**src/include/dsr_pkg.sv**
```systemverilog
package dsr_pkg;

	// ****************************************************************
	// Register indices on the debug-port register access
	// ****************************************************************
	localparam int          ADDR_W            = 4;
	localparam logic [3:0]  IDX_ENTRY_STATUS  = 4'h0;
	localparam logic [3:0]  IDX_INSTRUCTION   = 4'h1;
	localparam logic [3:0]  IDX_PROGRAM_CNT   = 4'h2;
	localparam logic [3:0]  IDX_OVERRIDE_MASK = 4'h3;

	// ****************************************************************
	// Reset values
	// ****************************************************************
	localparam logic [31:0] RST_ENTRY_STATUS  = 32'h0000_0000;
	localparam logic [31:0] RST_INSTRUCTION   = 32'h0000_0000;
	localparam logic [31:0] RST_PROGRAM_CNT   = 32'h0000_0000;
	localparam logic [31:0] RST_OVERRIDE_MASK = 32'h0000_0000;
	localparam logic [31:0] READ_UNMAPPED     = 32'h0000_0000;

	// ****************************************************************
	// Entry status field positions
	// ****************************************************************
	localparam int POS_TRACE_FULL   = 28;
	localparam int POS_EXT_EVENT    = 27;
	localparam int POS_REQUEST_ACK  = 26;
	localparam int POS_ZERO_OPCODE  = 25;
	localparam int POS_HALTED_IDLE  = 24;
	localparam int POS_BP_LO        = 8;
	localparam int BP_COUNT         = 8;
	localparam int POS_IN_DEBUG     = 5;
	localparam int POS_FROM_SLEEP   = 4;
	localparam int POS_HW_ERROR     = 3;
	localparam int POS_HW_BREAK     = 2;
	localparam int POS_SW_BREAK     = 1;
	localparam int POS_SINGLE_STEP  = 0;

	// ****************************************************************
	// Override mask field positions
	// ****************************************************************
	localparam int          POS_KEEP_IMP_EXEC  = 5;
	localparam int          POS_KEEP_IMP_PCBRK = 4;
	localparam int          POS_KEEP_RET_STACK = 3;
	localparam int          POS_KEEP_FOLDING   = 2;
	localparam int          POS_KEEP_PREDICT   = 1;
	localparam logic [31:0] MASK_WRITABLE      = 32'h0000_003E;

	// ****************************************************************
	// Types
	// ****************************************************************
	typedef struct packed {
		logic                traceBufferFull;
		logic                externalEvent;
		logic                requestAck;
		logic                zeroOpcode;
		logic                hardwareError;
		logic                swBreakpoint;
		logic                singleStep;
		logic [BP_COUNT-1:0] breakpointHit;
	} dsr_cause_s;

	typedef struct packed {
		logic keepImpreciseExec;
		logic keepImprecisePcBreak;
		logic keepReturnStack;
		logic keepBranchFolding;
		logic keepBranchPrediction;
	} dsr_keep_s;

	// Gray codes along run, halt, execute, halt; halt to return flips both bits
	typedef enum logic [1:0] {
		ST_RUN    = 2'b00,
		ST_HALTED = 2'b01,
		ST_EXEC   = 2'b11,
		ST_RETURN = 2'b10
	} dsr_state_e;

endpackage

```
**src/logic/dsr_debug_status_regs.sv**
```systemverilog
// Functional notes
// - Entry status read-only, causes latched at entry, bits 24 and 5 live
// - Simultaneous entry sources set all causes
// - Bit 28 trace-full entry, cleared exit
// - Bit 27 event-in entry, cleared exit
// - Bit 26 request or abort entry
// - Bit 25 zero-opcode entry, cleared exit
// - Bit 24 halted and idle in debug
// - Bits 15:8 per-breakpoint hit, cleared exit
// - Bit 5 in debug, not monitor
// - Bit 4 entered from sleep
// - Bit 3 hardware error forced entry
// - Bit 2 any hardware breakpoint entry
// - Bit 1 breakpoint instruction entry
// - Bit 0 single step entry
// - 32-bit read-write debug instruction register
// - Program counter tracks last non-debug instruction
// - In debug, counter holds pre-entry address until a debugger write
// - Replaced return uses counter as PC
// - Override mask kept until rewritten, reset
// - Mask bits 5:1 keep core features
// - Instruction replace fetches instruction, self-clears
// - Breakpoints, requests, steps need debug enable
`timescale 1ns/100ps
module dsr_debug_status_regs (
	// Clock and reset
	input  wire logic                       ref_clk,
	input  wire logic                       reset,
	// Debug port register access
	input  wire logic [dsr_pkg::ADDR_W-1:0] regAddr,
	input  wire logic                       regWrite,
	input  wire logic                       regRead,
	input  wire logic [31:0]                regWriteData,
	output logic [31:0]                     regReadData,
	output logic                            regReadValid,
	// Control register bits held outside, except instruction replace, which is held here
	input  wire logic                       debugEnableBit,
	input  wire logic                       irpWrite,
	input  wire logic                       irpWriteValue,
	input  wire logic                       systemResetRequest,
	output logic                            instructionReplace,
	// Entry sources from core
	input  wire dsr_pkg::dsr_cause_s        entrySources,
	input  wire logic                       coreSleeping,
	// Core debug execution
	input  wire logic                       execStart,
	input  wire logic                       execDone,
	input  wire logic                       debugReturn,
	input  wire logic                       retireValid,
	input  wire logic [31:0]                retirePc,
	// Towards core
	output logic                            inDebugIndicator,
	output logic                            debugEntry,
	output logic                            fetchFromInstruction,
	output logic [31:0]                     debugInstruction,
	output logic [31:0]                     replacePc,
	output dsr_pkg::dsr_keep_s              keepFeatures
);

	// ****************************************************************
	// Declarations
	// ****************************************************************
	dsr_pkg::dsr_state_e state_reg;
	dsr_pkg::dsr_state_e state_next;
	logic [31:0]         instruction_reg;
	logic [31:0]         instruction_next;
	logic [31:0]         mask_reg;
	logic [31:0]         mask_next;
	logic                irp_reg;
	logic                irp_next;
	logic [31:0]         readData_reg;
	logic [31:0]         readData_next;
	logic                readValid_reg;
	logic                fetch_reg;
	logic                fetch_next;
	dsr_pkg::dsr_cause_s gatedSources;
	dsr_pkg::dsr_cause_s causeHeld;
	logic                fromSleepHeld;
	logic                anySource;
	logic                entryPulse;
	logic                exitPulse;
	logic                inDebug;
	logic                haltedIdle;
	logic                hwBreakHeld;
	logic [31:0]         statusWord;
	logic [31:0]         pcValue;
	logic                selStatus;
	logic                selInstr;
	logic                selPc;
	logic                selMask;
	logic                wrInstr;
	logic                wrPc;
	logic                wrMask;

	// ****************************************************************
	// Entry source qualification
	// ****************************************************************
	// gate enabled-only sources
	assign gatedSources.breakpointHit   = entrySources.breakpointHit
	                                      & {dsr_pkg::BP_COUNT{debugEnableBit}};
	assign gatedSources.requestAck      = entrySources.requestAck & debugEnableBit;
	assign gatedSources.singleStep      = entrySources.singleStep & debugEnableBit;
	assign gatedSources.externalEvent   = entrySources.externalEvent & debugEnableBit;
	assign gatedSources.swBreakpoint    = entrySources.swBreakpoint & debugEnableBit;
	assign gatedSources.zeroOpcode      = entrySources.zeroOpcode & debugEnableBit;
	// Hardware faults and trace overflow force entry regardless
	assign gatedSources.traceBufferFull = entrySources.traceBufferFull;
	assign gatedSources.hardwareError   = entrySources.hardwareError;

	assign anySource  = |gatedSources;
	assign entryPulse = (state_reg == dsr_pkg::ST_RUN) & anySource;
	assign exitPulse  = (state_reg == dsr_pkg::ST_RETURN);

	// ****************************************************************
	// Debug mode sequencer
	// ****************************************************************
	always_comb begin
		state_next = state_reg;
		case (state_reg)
			dsr_pkg::ST_RUN: begin
				if (anySource) begin
					state_next = dsr_pkg::ST_HALTED;
				end
			end
			dsr_pkg::ST_HALTED: begin
				if (debugReturn) begin
					state_next = dsr_pkg::ST_RETURN;
				end else if (execStart) begin
					state_next = dsr_pkg::ST_EXEC;
				end
			end
			dsr_pkg::ST_EXEC: begin
				if (execDone) begin
					state_next = dsr_pkg::ST_HALTED;
				end
			end
			dsr_pkg::ST_RETURN: begin
				state_next = dsr_pkg::ST_RUN;
			end
			default: begin
				state_next = dsr_pkg::ST_RUN;
			end
		endcase
	end

	always_ff @(posedge ref_clk) begin
		if (reset) begin
			state_reg <= dsr_pkg::ST_RUN;
		end else begin
			state_reg <= state_next;
		end
	end

	assign inDebug    = (state_reg != dsr_pkg::ST_RUN);
	assign haltedIdle = (state_reg == dsr_pkg::ST_HALTED);

	// ****************************************************************
	// Cause capture
	// ****************************************************************
	dsr_cause_capture u_cause (
		.ref_clk       (ref_clk),
		.reset         (reset),
		.entryPulse    (entryPulse),
		.exitPulse     (exitPulse),
		.causeIn       (gatedSources),
		.sleepIn       (coreSleeping),
		.causeHeld     (causeHeld),
		.fromSleepHeld (fromSleepHeld)
	);

	assign hwBreakHeld = |causeHeld.breakpointHit;

	// ****************************************************************
	// Entry status word
	// ****************************************************************
	// composed from state, never cleared by software
	always_comb begin
		statusWord = dsr_pkg::RST_ENTRY_STATUS;
		statusWord[dsr_pkg::POS_TRACE_FULL]  = causeHeld.traceBufferFull;
		statusWord[dsr_pkg::POS_EXT_EVENT]   = causeHeld.externalEvent;
		statusWord[dsr_pkg::POS_REQUEST_ACK] = causeHeld.requestAck;
		statusWord[dsr_pkg::POS_ZERO_OPCODE] = causeHeld.zeroOpcode;
		statusWord[dsr_pkg::POS_HALTED_IDLE] = haltedIdle;
		statusWord[dsr_pkg::POS_BP_LO +: dsr_pkg::BP_COUNT] = causeHeld.breakpointHit;
		statusWord[dsr_pkg::POS_IN_DEBUG]    = inDebug;
		statusWord[dsr_pkg::POS_FROM_SLEEP]  = fromSleepHeld;
		statusWord[dsr_pkg::POS_HW_ERROR]    = causeHeld.hardwareError;
		statusWord[dsr_pkg::POS_HW_BREAK]    = hwBreakHeld;
		statusWord[dsr_pkg::POS_SW_BREAK]    = causeHeld.swBreakpoint;
		statusWord[dsr_pkg::POS_SINGLE_STEP] = causeHeld.singleStep;
	end

	// ****************************************************************
	// Address decode
	// ****************************************************************
	assign selStatus = (regAddr == dsr_pkg::IDX_ENTRY_STATUS);
	assign selInstr  = (regAddr == dsr_pkg::IDX_INSTRUCTION);
	assign selPc     = (regAddr == dsr_pkg::IDX_PROGRAM_CNT);
	assign selMask   = (regAddr == dsr_pkg::IDX_OVERRIDE_MASK);
	// Status is read-only; writes to it are dropped
	assign wrInstr   = regWrite & selInstr;
	assign wrPc      = regWrite & selPc;
	assign wrMask    = regWrite & selMask;

	// ****************************************************************
	// Writable registers
	// ****************************************************************
	// full-width instruction holder
	assign instruction_next = wrInstr ? regWriteData : instruction_reg;
	// kept until next write or reset
	assign mask_next        = wrMask ? (regWriteData & dsr_pkg::MASK_WRITABLE) : mask_reg;

	always_ff @(posedge ref_clk) begin
		if (reset) begin
			instruction_reg <= dsr_pkg::RST_INSTRUCTION;
			mask_reg        <= dsr_pkg::RST_OVERRIDE_MASK;
		end else begin
			instruction_reg <= instruction_next;
			mask_reg        <= mask_next;
		end
	end

	dsr_pc_tracker u_pc (
		.ref_clk     (ref_clk),
		.reset       (reset),
		.retireValid (retireValid),
		.retirePc    (retirePc),
		.inDebug     (inDebug),
		.pcWrite     (wrPc),
		.pcWriteData (regWriteData),
		.pcValue     (pcValue)
	);

	// ****************************************************************
	// Instruction replace on return
	// ****************************************************************
	// write ignored alongside system reset; clears on return, same edge that raises fetch
	assign irp_next   = exitPulse                           ? 1'b0          :
	                    (irpWrite & ~systemResetRequest)    ? irpWriteValue : irp_reg;
	assign fetch_next = exitPulse & irp_reg;

	always_ff @(posedge ref_clk) begin
		if (reset) begin
			irp_reg   <= 1'b0;
			fetch_reg <= 1'b0;
		end else begin
			irp_reg   <= irp_next;
			fetch_reg <= fetch_next;
		end
	end

	// ****************************************************************
	// Read port
	// ****************************************************************
	assign readData_next = ~regRead  ? readData_reg    :
	                       selStatus ? statusWord      :
	                       selInstr  ? instruction_reg :
	                       selPc     ? pcValue         :
	                       selMask   ? mask_reg        : dsr_pkg::READ_UNMAPPED;

	always_ff @(posedge ref_clk) begin
		if (reset) begin
			readData_reg  <= dsr_pkg::READ_UNMAPPED;
			readValid_reg <= 1'b0;
		end else begin
			readData_reg  <= readData_next;
			readValid_reg <= regRead;
		end
	end

	// ****************************************************************
	// Outputs
	// ****************************************************************
	assign regReadData          = readData_reg;
	assign regReadValid         = readValid_reg;
	assign instructionReplace   = irp_reg;
	assign inDebugIndicator     = inDebug;
	assign debugEntry           = entryPulse;
	assign fetchFromInstruction = fetch_reg;
	assign debugInstruction     = instruction_reg;
	// counter supplies PC of replaced return
	assign replacePc            = pcValue;
	assign keepFeatures.keepImpreciseExec    = mask_reg[dsr_pkg::POS_KEEP_IMP_EXEC];
	assign keepFeatures.keepImprecisePcBreak = mask_reg[dsr_pkg::POS_KEEP_IMP_PCBRK];
	assign keepFeatures.keepReturnStack      = mask_reg[dsr_pkg::POS_KEEP_RET_STACK];
	assign keepFeatures.keepBranchFolding    = mask_reg[dsr_pkg::POS_KEEP_FOLDING];
	assign keepFeatures.keepBranchPrediction = mask_reg[dsr_pkg::POS_KEEP_PREDICT];

endmodule

```
**src/logic/dsr_cause_capture.sv**
```systemverilog
`timescale 1ns/100ps
module dsr_cause_capture (
	// Clock and reset
	input  wire logic             ref_clk,
	input  wire logic             reset,
	// Entry and exit
	input  wire logic             entryPulse,
	input  wire logic             exitPulse,
	input  wire dsr_pkg::dsr_cause_s causeIn,
	input  wire logic             sleepIn,
	// Held causes
	output dsr_pkg::dsr_cause_s   causeHeld,
	output logic                  fromSleepHeld
);

	dsr_pkg::dsr_cause_s causeHeld_reg;
	dsr_pkg::dsr_cause_s causeHeld_next;
	logic                fromSleep_reg;
	logic                fromSleep_next;

	// ****************************************************************
	// Capture on entry, clear on exit
	// ****************************************************************
	// all simultaneous causes
	assign causeHeld_next = entryPulse ? causeIn :
	                        exitPulse  ? '0      : causeHeld_reg;
	assign fromSleep_next = entryPulse ? sleepIn :
	                        exitPulse  ? 1'b0    : fromSleep_reg;

	always_ff @(posedge ref_clk) begin
		if (reset) begin
			causeHeld_reg <= '0;
			fromSleep_reg <= 1'b0;
		end else begin
			causeHeld_reg <= causeHeld_next;
			fromSleep_reg <= fromSleep_next;
		end
	end

	assign causeHeld     = causeHeld_reg;
	assign fromSleepHeld = fromSleep_reg;

endmodule

```
**src/logic/dsr_pc_tracker.sv**
```systemverilog
`timescale 1ns/100ps
module dsr_pc_tracker (
	// Clock and reset
	input  wire logic        ref_clk,
	input  wire logic        reset,
	// Core retire
	input  wire logic        retireValid,
	input  wire logic [31:0] retirePc,
	input  wire logic        inDebug,
	// Debugger write
	input  wire logic        pcWrite,
	input  wire logic [31:0] pcWriteData,
	// Value
	output logic [31:0]      pcValue
);

	logic [31:0] pc_reg;
	logic [31:0] pc_next;
	logic        takeRetire;

	// ****************************************************************
	// Last executed non-debug PC
	// ****************************************************************
	// follow retires outside debug
	assign takeRetire = retireValid & ~inDebug;
	// Debugger write loses to a live retire; retires are ignored in debug, where it always lands
	assign pc_next    = takeRetire ? retirePc :
	                    pcWrite    ? pcWriteData : pc_reg;

	always_ff @(posedge ref_clk) begin
		if (reset) begin
			pc_reg <= dsr_pkg::RST_PROGRAM_CNT;
		end else begin
			pc_reg <= pc_next;
		end
	end

	assign pcValue = pc_reg;

endmodule

```
**config.mk**
```make
export PLATFORM = sky130hd
export DESIGN_NAME = dsr_debug_status_regs
export DESIGN_NICKNAME = d
export VERILOG_FILES = /design/src/include/dsr_pkg.sv /design/src/logic/dsr_debug_status_regs.sv /design/src/logic/dsr_cause_capture.sv /design/src/logic/dsr_pc_tracker.sv
export SDC_FILE = /design/constraint.sdc
export NUM_CORES = 1
export LEC_CHECK = 0
export ABC_AREA = 1
export BUFFER_PORTS_ARGS = -buffer_cell sky130_fd_sc_hd__buf_2
export CAP_MARGIN = 30
export CORE_ASPECT_RATIO = 0.8
export CORE_MARGIN = 10
export CORE_UTILIZATION = 53
export DETAILED_ROUTE_END_ITERATION = 16
export PLACE_DENSITY = 0.91
export SLEW_MARGIN = 40
export SYNTH_ARGS = -nofsm -noshare
export SYNTH_HDL_FRONTEND = slang
export SYNTH_SLANG_ARGS = --single-unit
```
**constraint.sdc**
```tcl
create_clock -name ref_clk -period 3.5 [get_ports ref_clk]
set_input_delay 0.175 -clock ref_clk [delete_from_list [all_inputs] [get_ports ref_clk]]
set_output_delay 0.175 -clock ref_clk [all_outputs]
set_load 0.02 [all_outputs]
```
==> flow_metrics.env, run 1 <==
export IMPL_via_count=5576
export IMPL_tritoncts="built"
export IMPL_number_of_gates_resized_after_cts=0
export IMPL_startpoint_types="register"
export IMPL_finalNetCount=946
export IMPL_fin_tns_setup_ns=0
export IMPL_final_setup_skew_ns=0.0140
export IMPL_synth_seq_cells=122
export IMPL_worst_ep_required_time_ns=3.76
export IMPL_syn_avg_cell_area_um2=7.85
export IMPL_antenna_diodes=0
export IMPL_synthesis_warning_total=0
export IMPL_ff_latch_area_um2=2440
export IMPL_post_synth_top_count_cell="sky130_fd_sc_hd__dfxtp_1"
export IMPL_number_of_standard_cells_after_synthesis=672
export IMPL_min_path_type="in -> reg"
export IMPL_setup_violations_final=0
export IMPL_power_leakage_uw=0.00310
export IMPL_layout_min_cycle_time_ns=2.02
export IMPL_die_area_um2=14400
export IMPL_worst_slack_at_placement_ns=1.50
export IMPL_yosysUniqueCellTypes=34
export IMPL_die_width_um=132
export IMPL_layout_drive_gt1_share=0.295
export IMPL_max_cap_violations=0
export IMPL_coreArea_um2=9690
export IMPL_clk_pin_slew_worst_paths_ns=0.05
export IMPL_synth_largest_area_cell="sky130_fd_sc_hd__dfxtp_1"
export IMPL_critical_path_sink_type="register"
export IMPL_port_buffer_count=201
export IMPL_worst_path_most_repeated_cell="sky130_fd_sc_hd__nand2_4"
export IMPL_final_critical_path_setup_slack_ns=1.48
export IMPL_critPathSlowestCell="sky130_fd_sc_hd__nand2_4"
export IMPL_compound_gate_portion_of_the_synthesized_area=0.231
export IMPL_routed_via_density=5.59
export IMPL_outcome="complete, no violations"
export IMPL_path_cells="nor2_4 -> nand2_4 -> nand2_4 -> o21ai_0 -> a21oi_1"
export IMPL_ir_worst_vdd_uv=345
export IMPL_timing_critical_path_fanout_max=64
export IMPL_postRouteAntennaNets=0
export IMPL_p_per_area_nw_per_um2=551
export IMPL_proportion_of_synthesized_chip_area_in_sequential_cells=0.463
export IMPL_timing_worst_slew_pin_value_ns=0.672
export IMPL_multi_input_area_um2=2440
export IMPL_synthFlopType="sky130_fd_sc_hd__dfxtp_1"
export IMPL_grt_total_usage=0.237
export IMPL_clk_latency_ns=0.41
export IMPL_max_freq_mhz=495
export IMPL_first_global_vias=5382
export IMPL_core_rowCount=32
export IMPL_finalCritPeriodShare=0.578
export IMPL_detailedRoute_firstPassIterationCount=5
export IMPL_drt_wl_total_um=17900
export IMPL_post_synthesis_share_of_cell_area_spent_on_full_adders_half_adders_and_majority_gates=0
export IMPL_drt_iter0_drc=508
export IMPL_clockRootBuffer="sky130_fd_sc_hd__clkbuf_16"
export IMPL_dp_final_hpwl_um=12700
export IMPL_grt_antenna_before_repair=0
export IMPL_rsz0062_at_grt="no"
export IMPL_die_height_um=109
export IMPL_area_delta_synth_final_pct=30.4
export IMPL_wire_per_inst_um=17.9
export IMPL_critical_path_max_stage_delay_ns=0.46
export IMPL_syn_num_nets=768
export IMPL_slew_limit_fails=0
export IMPL_report_final_hold_viol_count=0
export IMPL_drc=0
export IMPL_cts_buffers=17
export IMPL_synth_top_area_share=0.463
export IMPL_final_core_util=0.710
export IMPL_synthesis_area_um2=5280
export IMPL_design_power_total_uw=3790
export IMPL_clockBufferDepth=2
export IMPL_fillers=819
export IMPL_synthMuxAreaShare=0.0512
export IMPL_async_reset_ff_frac=0
export IMPL_post_synth_xor_area_fraction=0
export IMPL_h_tree_depth=4
export IMPL_initial_core_util=0.545
export IMPL_synth_top_cells_by_area="sky130_fd_sc_hd__dfxtp_1, sky130_fd_sc_hd__a21oi_1, sky130_fd_sc_hd__o21ai_0, sky130_fd_sc_hd__nand2_1, sky130_fd_sc_hd__mux2i_1"
export IMPL_slew_limit_headroom=0.551
export IMPL_combinational_family_with_the_most_area_after_synthesis="compound AO/OA/AOI/OAI gates"
export IMPL_yosys_area_share_simple=0.179
export IMPL_arrival_ns=2.29
export IMPL_post_cts_setup_buffer_count=0
export IMPL_grt_pass1_wl_um=27700
export IMPL_criticalPathCategory="reg -> reg"
export IMPL_synth_edff_count=0
export IMPL_tritoncts_num_sinks=122
export IMPL_netlist_top_cells_count="sky130_fd_sc_hd__dfxtp_1, sky130_fd_sc_hd__nand2_1, sky130_fd_sc_hd__a21oi_1"
export IMPL_globalRouteOverflowTotal=0
export IMPL_finalWeightedCongestion=0.872
export IMPL_boundaryPins=202
export IMPL_grt_start_max_net_pins=78
[path summary, 6_finish.rpt]
check,startpoint,end,slack (ns),cells past startpoint
min reg2reg,regReadData[21],regReadData[21],0.46,2
max reg2reg,state_reg[1],u_pc.pcValue[11],1.48,5
min,regWriteData[29],u_pc.pcValue[29],0.04,3
max,state_reg[1],u_pc.pcValue[11],1.48,5
[placed cells by master (no fill, tap or decap), types with 6 or more instances in the layout]
master | Yosys | final
sky130_fd_sc_hd__mux2i_1 | 27 | 27
sky130_fd_sc_hd__clkbuf_16 | 0 | 17
sky130_fd_sc_hd__a21oi_1 | 110 | 110
sky130_fd_sc_hd__o21ai_0 | 95 | 95
sky130_fd_sc_hd__nor2_1 | 18 | 18
sky130_fd_sc_hd__a41oi_1 | 8 | 8
sky130_fd_sc_hd__nand3b_1 | 13 | 13
sky130_fd_sc_hd__nand2_1 | 118 | 117
sky130_fd_sc_hd__buf_4 | 4 | 6
sky130_fd_sc_hd__dfxtp_1 | 122 | 122
sky130_fd_sc_hd__nand3_1 | 37 | 37
sky130_fd_sc_hd__buf_2 | 18 | 201
sky130_fd_sc_hd__inv_1 | 36 | 35
[report_power, final]
part / total (µW) / internal (µW) / switching, µW
Clock: 1780 / 1180 / 603
Combinational: 488 / 170 / 318
Sequential: 1520 / 1460 / 56.7
Total: 3790 / 2810 / 977
[per-layer routing]
metal / vias to the layer above / global-route usage / part of all wire / routed length, µm
li1: 2667 / - / - / -
met1: 2586 / 0.281 / 0.40 / 7210
met2: 291 / 0.396 / 0.48 / 8570
met3: 32 / 0.0731 / 0.098 / 1750
met4: 0 / 0.0951 / 0.018 / 329
met5: - / 0 / 0 / 0
[timing repair]
item,4_1_cts,5_1_grt
setup endpoints to repair,0,0
hold buffers,2,0
hold endpoints to repair,2,0
[cells by family after synthesis]
family / count (synthesis)
AOI/OAI and AO/OA: 231
and+or+nand+nor: 203
DFF: 122
buffers and inverters: 89
muxes: 27
[final cells by class]
type,instances,area share
multi-input combinational,461,0.355
inverter,39,0.0216
sequential,122,0.355
clock inverter,8,0.0171
timing repair buffer,209,0.156
tap,136,0.0247
clock buffer,22,0.0704
[critical path, delay by kind of cell (launching register included)]
| family | cells | cell delay, ns |
|---|---|---|
| and+or+nand+nor | 3 | 0.97 |
| AOI/OAI and AO/OA | 2 | 0.44 |
| DFF | 1 | 0.42 |
[metrics by stage]
step                      instance area [µm²]  instances  hold slack, ns
after global routing                     6880        997          0.0582
after CTS                                6880        997          0.0355
after floorplan                          5280        672           0.270
final                                    6880        997          0.0410
after detailed placement                 6260        965           0.393
after global placement                   6240        965           0.380
Note: power is estimated with default switching activity, not from simulation.
==> run 2: changes to the inputs <==
Settings changed: CORE_UTILIZATION 53 to 49, PLACE_DENSITY 0.91 to 0.85.
Clock period 3.5 ns to 2.05 ns, I/O delays scaled along.
==> flow_metrics.env, run 2 (synthesis gave the netlist of run 1 again) <==
export IMPL_outcome="complete, no violations"
export IMPL_grt_total_usage=0.242
export IMPL_grt_util_met3=0.0827
export IMPL_mostFrequentLayoutCells="sky130_fd_sc_hd__buf_2, sky130_fd_sc_hd__dfxtp_1, sky130_fd_sc_hd__nand2_1"
export IMPL_report_final_hold_viol_count=0
export IMPL_grt_start_max_net_pins=46
export IMPL_drt_iter0_drc=456
export IMPL_clk_pin_slew_worst_paths_ns=0.06
export IMPL_grt_antenna_before_repair=2
export IMPL_internal_power_uw=4930
export IMPL_placement_cell_area_um2=6320
export IMPL_setup_violations_final=0
export IMPL_core_rowCount=33
export IMPL_max_freq_mhz=515
export IMPL_post_cts_setup_buffer_count=0
export IMPL_ir_worst_vdd_uv=784
export IMPL_timing_critical_path_fanout_max=2
export IMPL_combinationalPowerShare=0.138
export IMPL_power_net_switching_uw=1790
export IMPL_clockBufferDepth=2
export IMPL_slew_limit_headroom=0.628
export IMPL_share_seq_of_total_power=0.386
export IMPL_p_per_area_nw_per_um2=907
export IMPL_criticalPathCategory="in -> reg"
export IMPL_min_path_type="in -> reg"
export IMPL_grt_use_met1=0.268
export IMPL_drt_wl_total_um=19400
export IMPL_final_area_um2=7400
export IMPL_final_setup_skew_ns=0.0122
export IMPL_first_global_vias=5796
export IMPL_detailedRoute_firstPassIterationCount=7
export IMPL_finalWeightedCongestion=0.884
export IMPL_arrival_ns=2.29
export IMPL_worst_slack_at_placement_ns=0.395
export IMPL_timing_worst_slew_pin_value_ns=0.555
export IMPL_number_of_gates_resized_after_cts=0
export IMPL_mostFrequentLayoutCell="sky130_fd_sc_hd__buf_2"
export IMPL_finalNetCount=997
export IMPL_max_cap_violations=0
export IMPL_postRouteAntennaNets=0
export IMPL_port_buffer_count=201
export IMPL_grt_pass1_wl_um=30100
export IMPL_tritoncts="built"
export IMPL_slew_limit_fails=0
export IMPL_via_count=5765
export IMPL_die_height_um=113
export IMPL_power_leakage_uw=0.00331
export IMPL_boundaryPins=202
export IMPL_layout_drive_gt1_share=0.291
export IMPL_rsz0062_at_grt="no"
export IMPL_cts_buffers=17
export IMPL_layout_min_cycle_time_ns=1.94
export IMPL_clockRootBuffer="sky130_fd_sc_hd__clkbuf_16"
export IMPL_clk_latency_ns=0.41
export IMPL_dp_final_hpwl_um=13000
export IMPL_routed_via_density=5.46
export IMPL_globalRouteOverflowTotal=0
export IMPL_die_area_um2=15300
export IMPL_drc=0
export IMPL_die_width_um=136
export IMPL_final_critical_path_setup_slack_ns=0.110
export IMPL_gr_max_usage_layer="met2"
export IMPL_met2_usage=0.417
export IMPL_clockPowerShare=0.477
export IMPL_tritoncts_num_sinks=122
export IMPL_coreArea_um2=10400
export IMPL_worst_ep_required_time_ns=2.40
export IMPL_h_tree_depth=4
export IMPL_startpoint_types="input pin"
export IMPL_fin_tns_setup_ns=0
export IMPL_initial_core_util=0.509
export IMPL_worst_hold_slack_ns=0.00591
export IMPL_wire_per_inst_um=18.4
export IMPL_ctsHoldBuffers=44
export IMPL_finalCritPeriodShare=0.947
export IMPL_critical_path_sink_type="register"
export IMPL_design_power_total_uw=6710
export IMPL_proportion_of_total_power_due_to_net_switching=0.266
export IMPL_area_delta_synth_final_pct=40.2
[run 2: cell count changes in the layout (fill, tap and decap cells not counted), sizes merged, moves of 2 or more]
cell and delta:
dlygate4sd3 +42, buf +9, clkbuf -4, clkinv +2, clkinvlp +2, diode +2
[run 2: worst paths after layout]
| kind | slack (ns) | cells past startpoint | from | to |
|---|---|---|---|---|
| hold reg to reg | 0.46 | 2 | debugInstruction[18] | debugInstruction[18] |
| setup reg to reg | 0.17 | 5 | state_reg[0] | instructionReplace |
| setup / recovery | 0.11 | 7 | systemResetRequest | instructionReplace |
| hold / removal | 0.006 | 3 | retirePc[17] | u_pc.pcValue[17] |
[run 2: stage by stage]
step                std cells   util
global route             1056  0.714
global placement          978  0.609
floorplan                 672      -
finish                   1056  0.714
CTS                      1054  0.713
detailed placement        978  0.609
[run 2: power by group through the flow]
stage / Sequential [µW] / Combinational [µW] / Clock [µW]
after global placement: 2630 / 825 / 0
after floorplan: 2740 / 407 / 0
after detailed placement: 2630 / 839 / 0
final: 2590 / 924 / 3200
after global routing: 2600 / 1000 / 3320
after CTS: 2590 / 911 / 3210
[run 2: worst max-delay path, stage by stage]
cell and delay (ns):
sky130_fd_sc_hd__dlygate4sd3_1 0.54, sky130_fd_sc_hd__buf_2 0.13, sky130_fd_sc_hd__inv_1 0.05, sky130_fd_sc_hd__nand2_1 0.07
sky130_fd_sc_hd__dlygate4sd3_1 0.56, sky130_fd_sc_hd__a211oi_1 0.26, sky130_fd_sc_hd__dlygate4sd3_1 0.58
[run 2: cell type report]
class / count / area [µm²]
inverter: 39 / 146
sequential: 122 / 2440
antenna: 2 / 5.00
multi-input combinational: 461 / 2430
fill: 806 / 2970
clock buffer: 18 / 439
tap: 140 / 175
clock inverter: 14 / 196
timing repair buffer: 260 / 1560
[run 2: metal layers]
layer	part of all wire	vias up
met3	0.10	38
met1	0.39	2627
met2	0.49	321
met4	0.024	0
li1	-	2779
met5	0	-
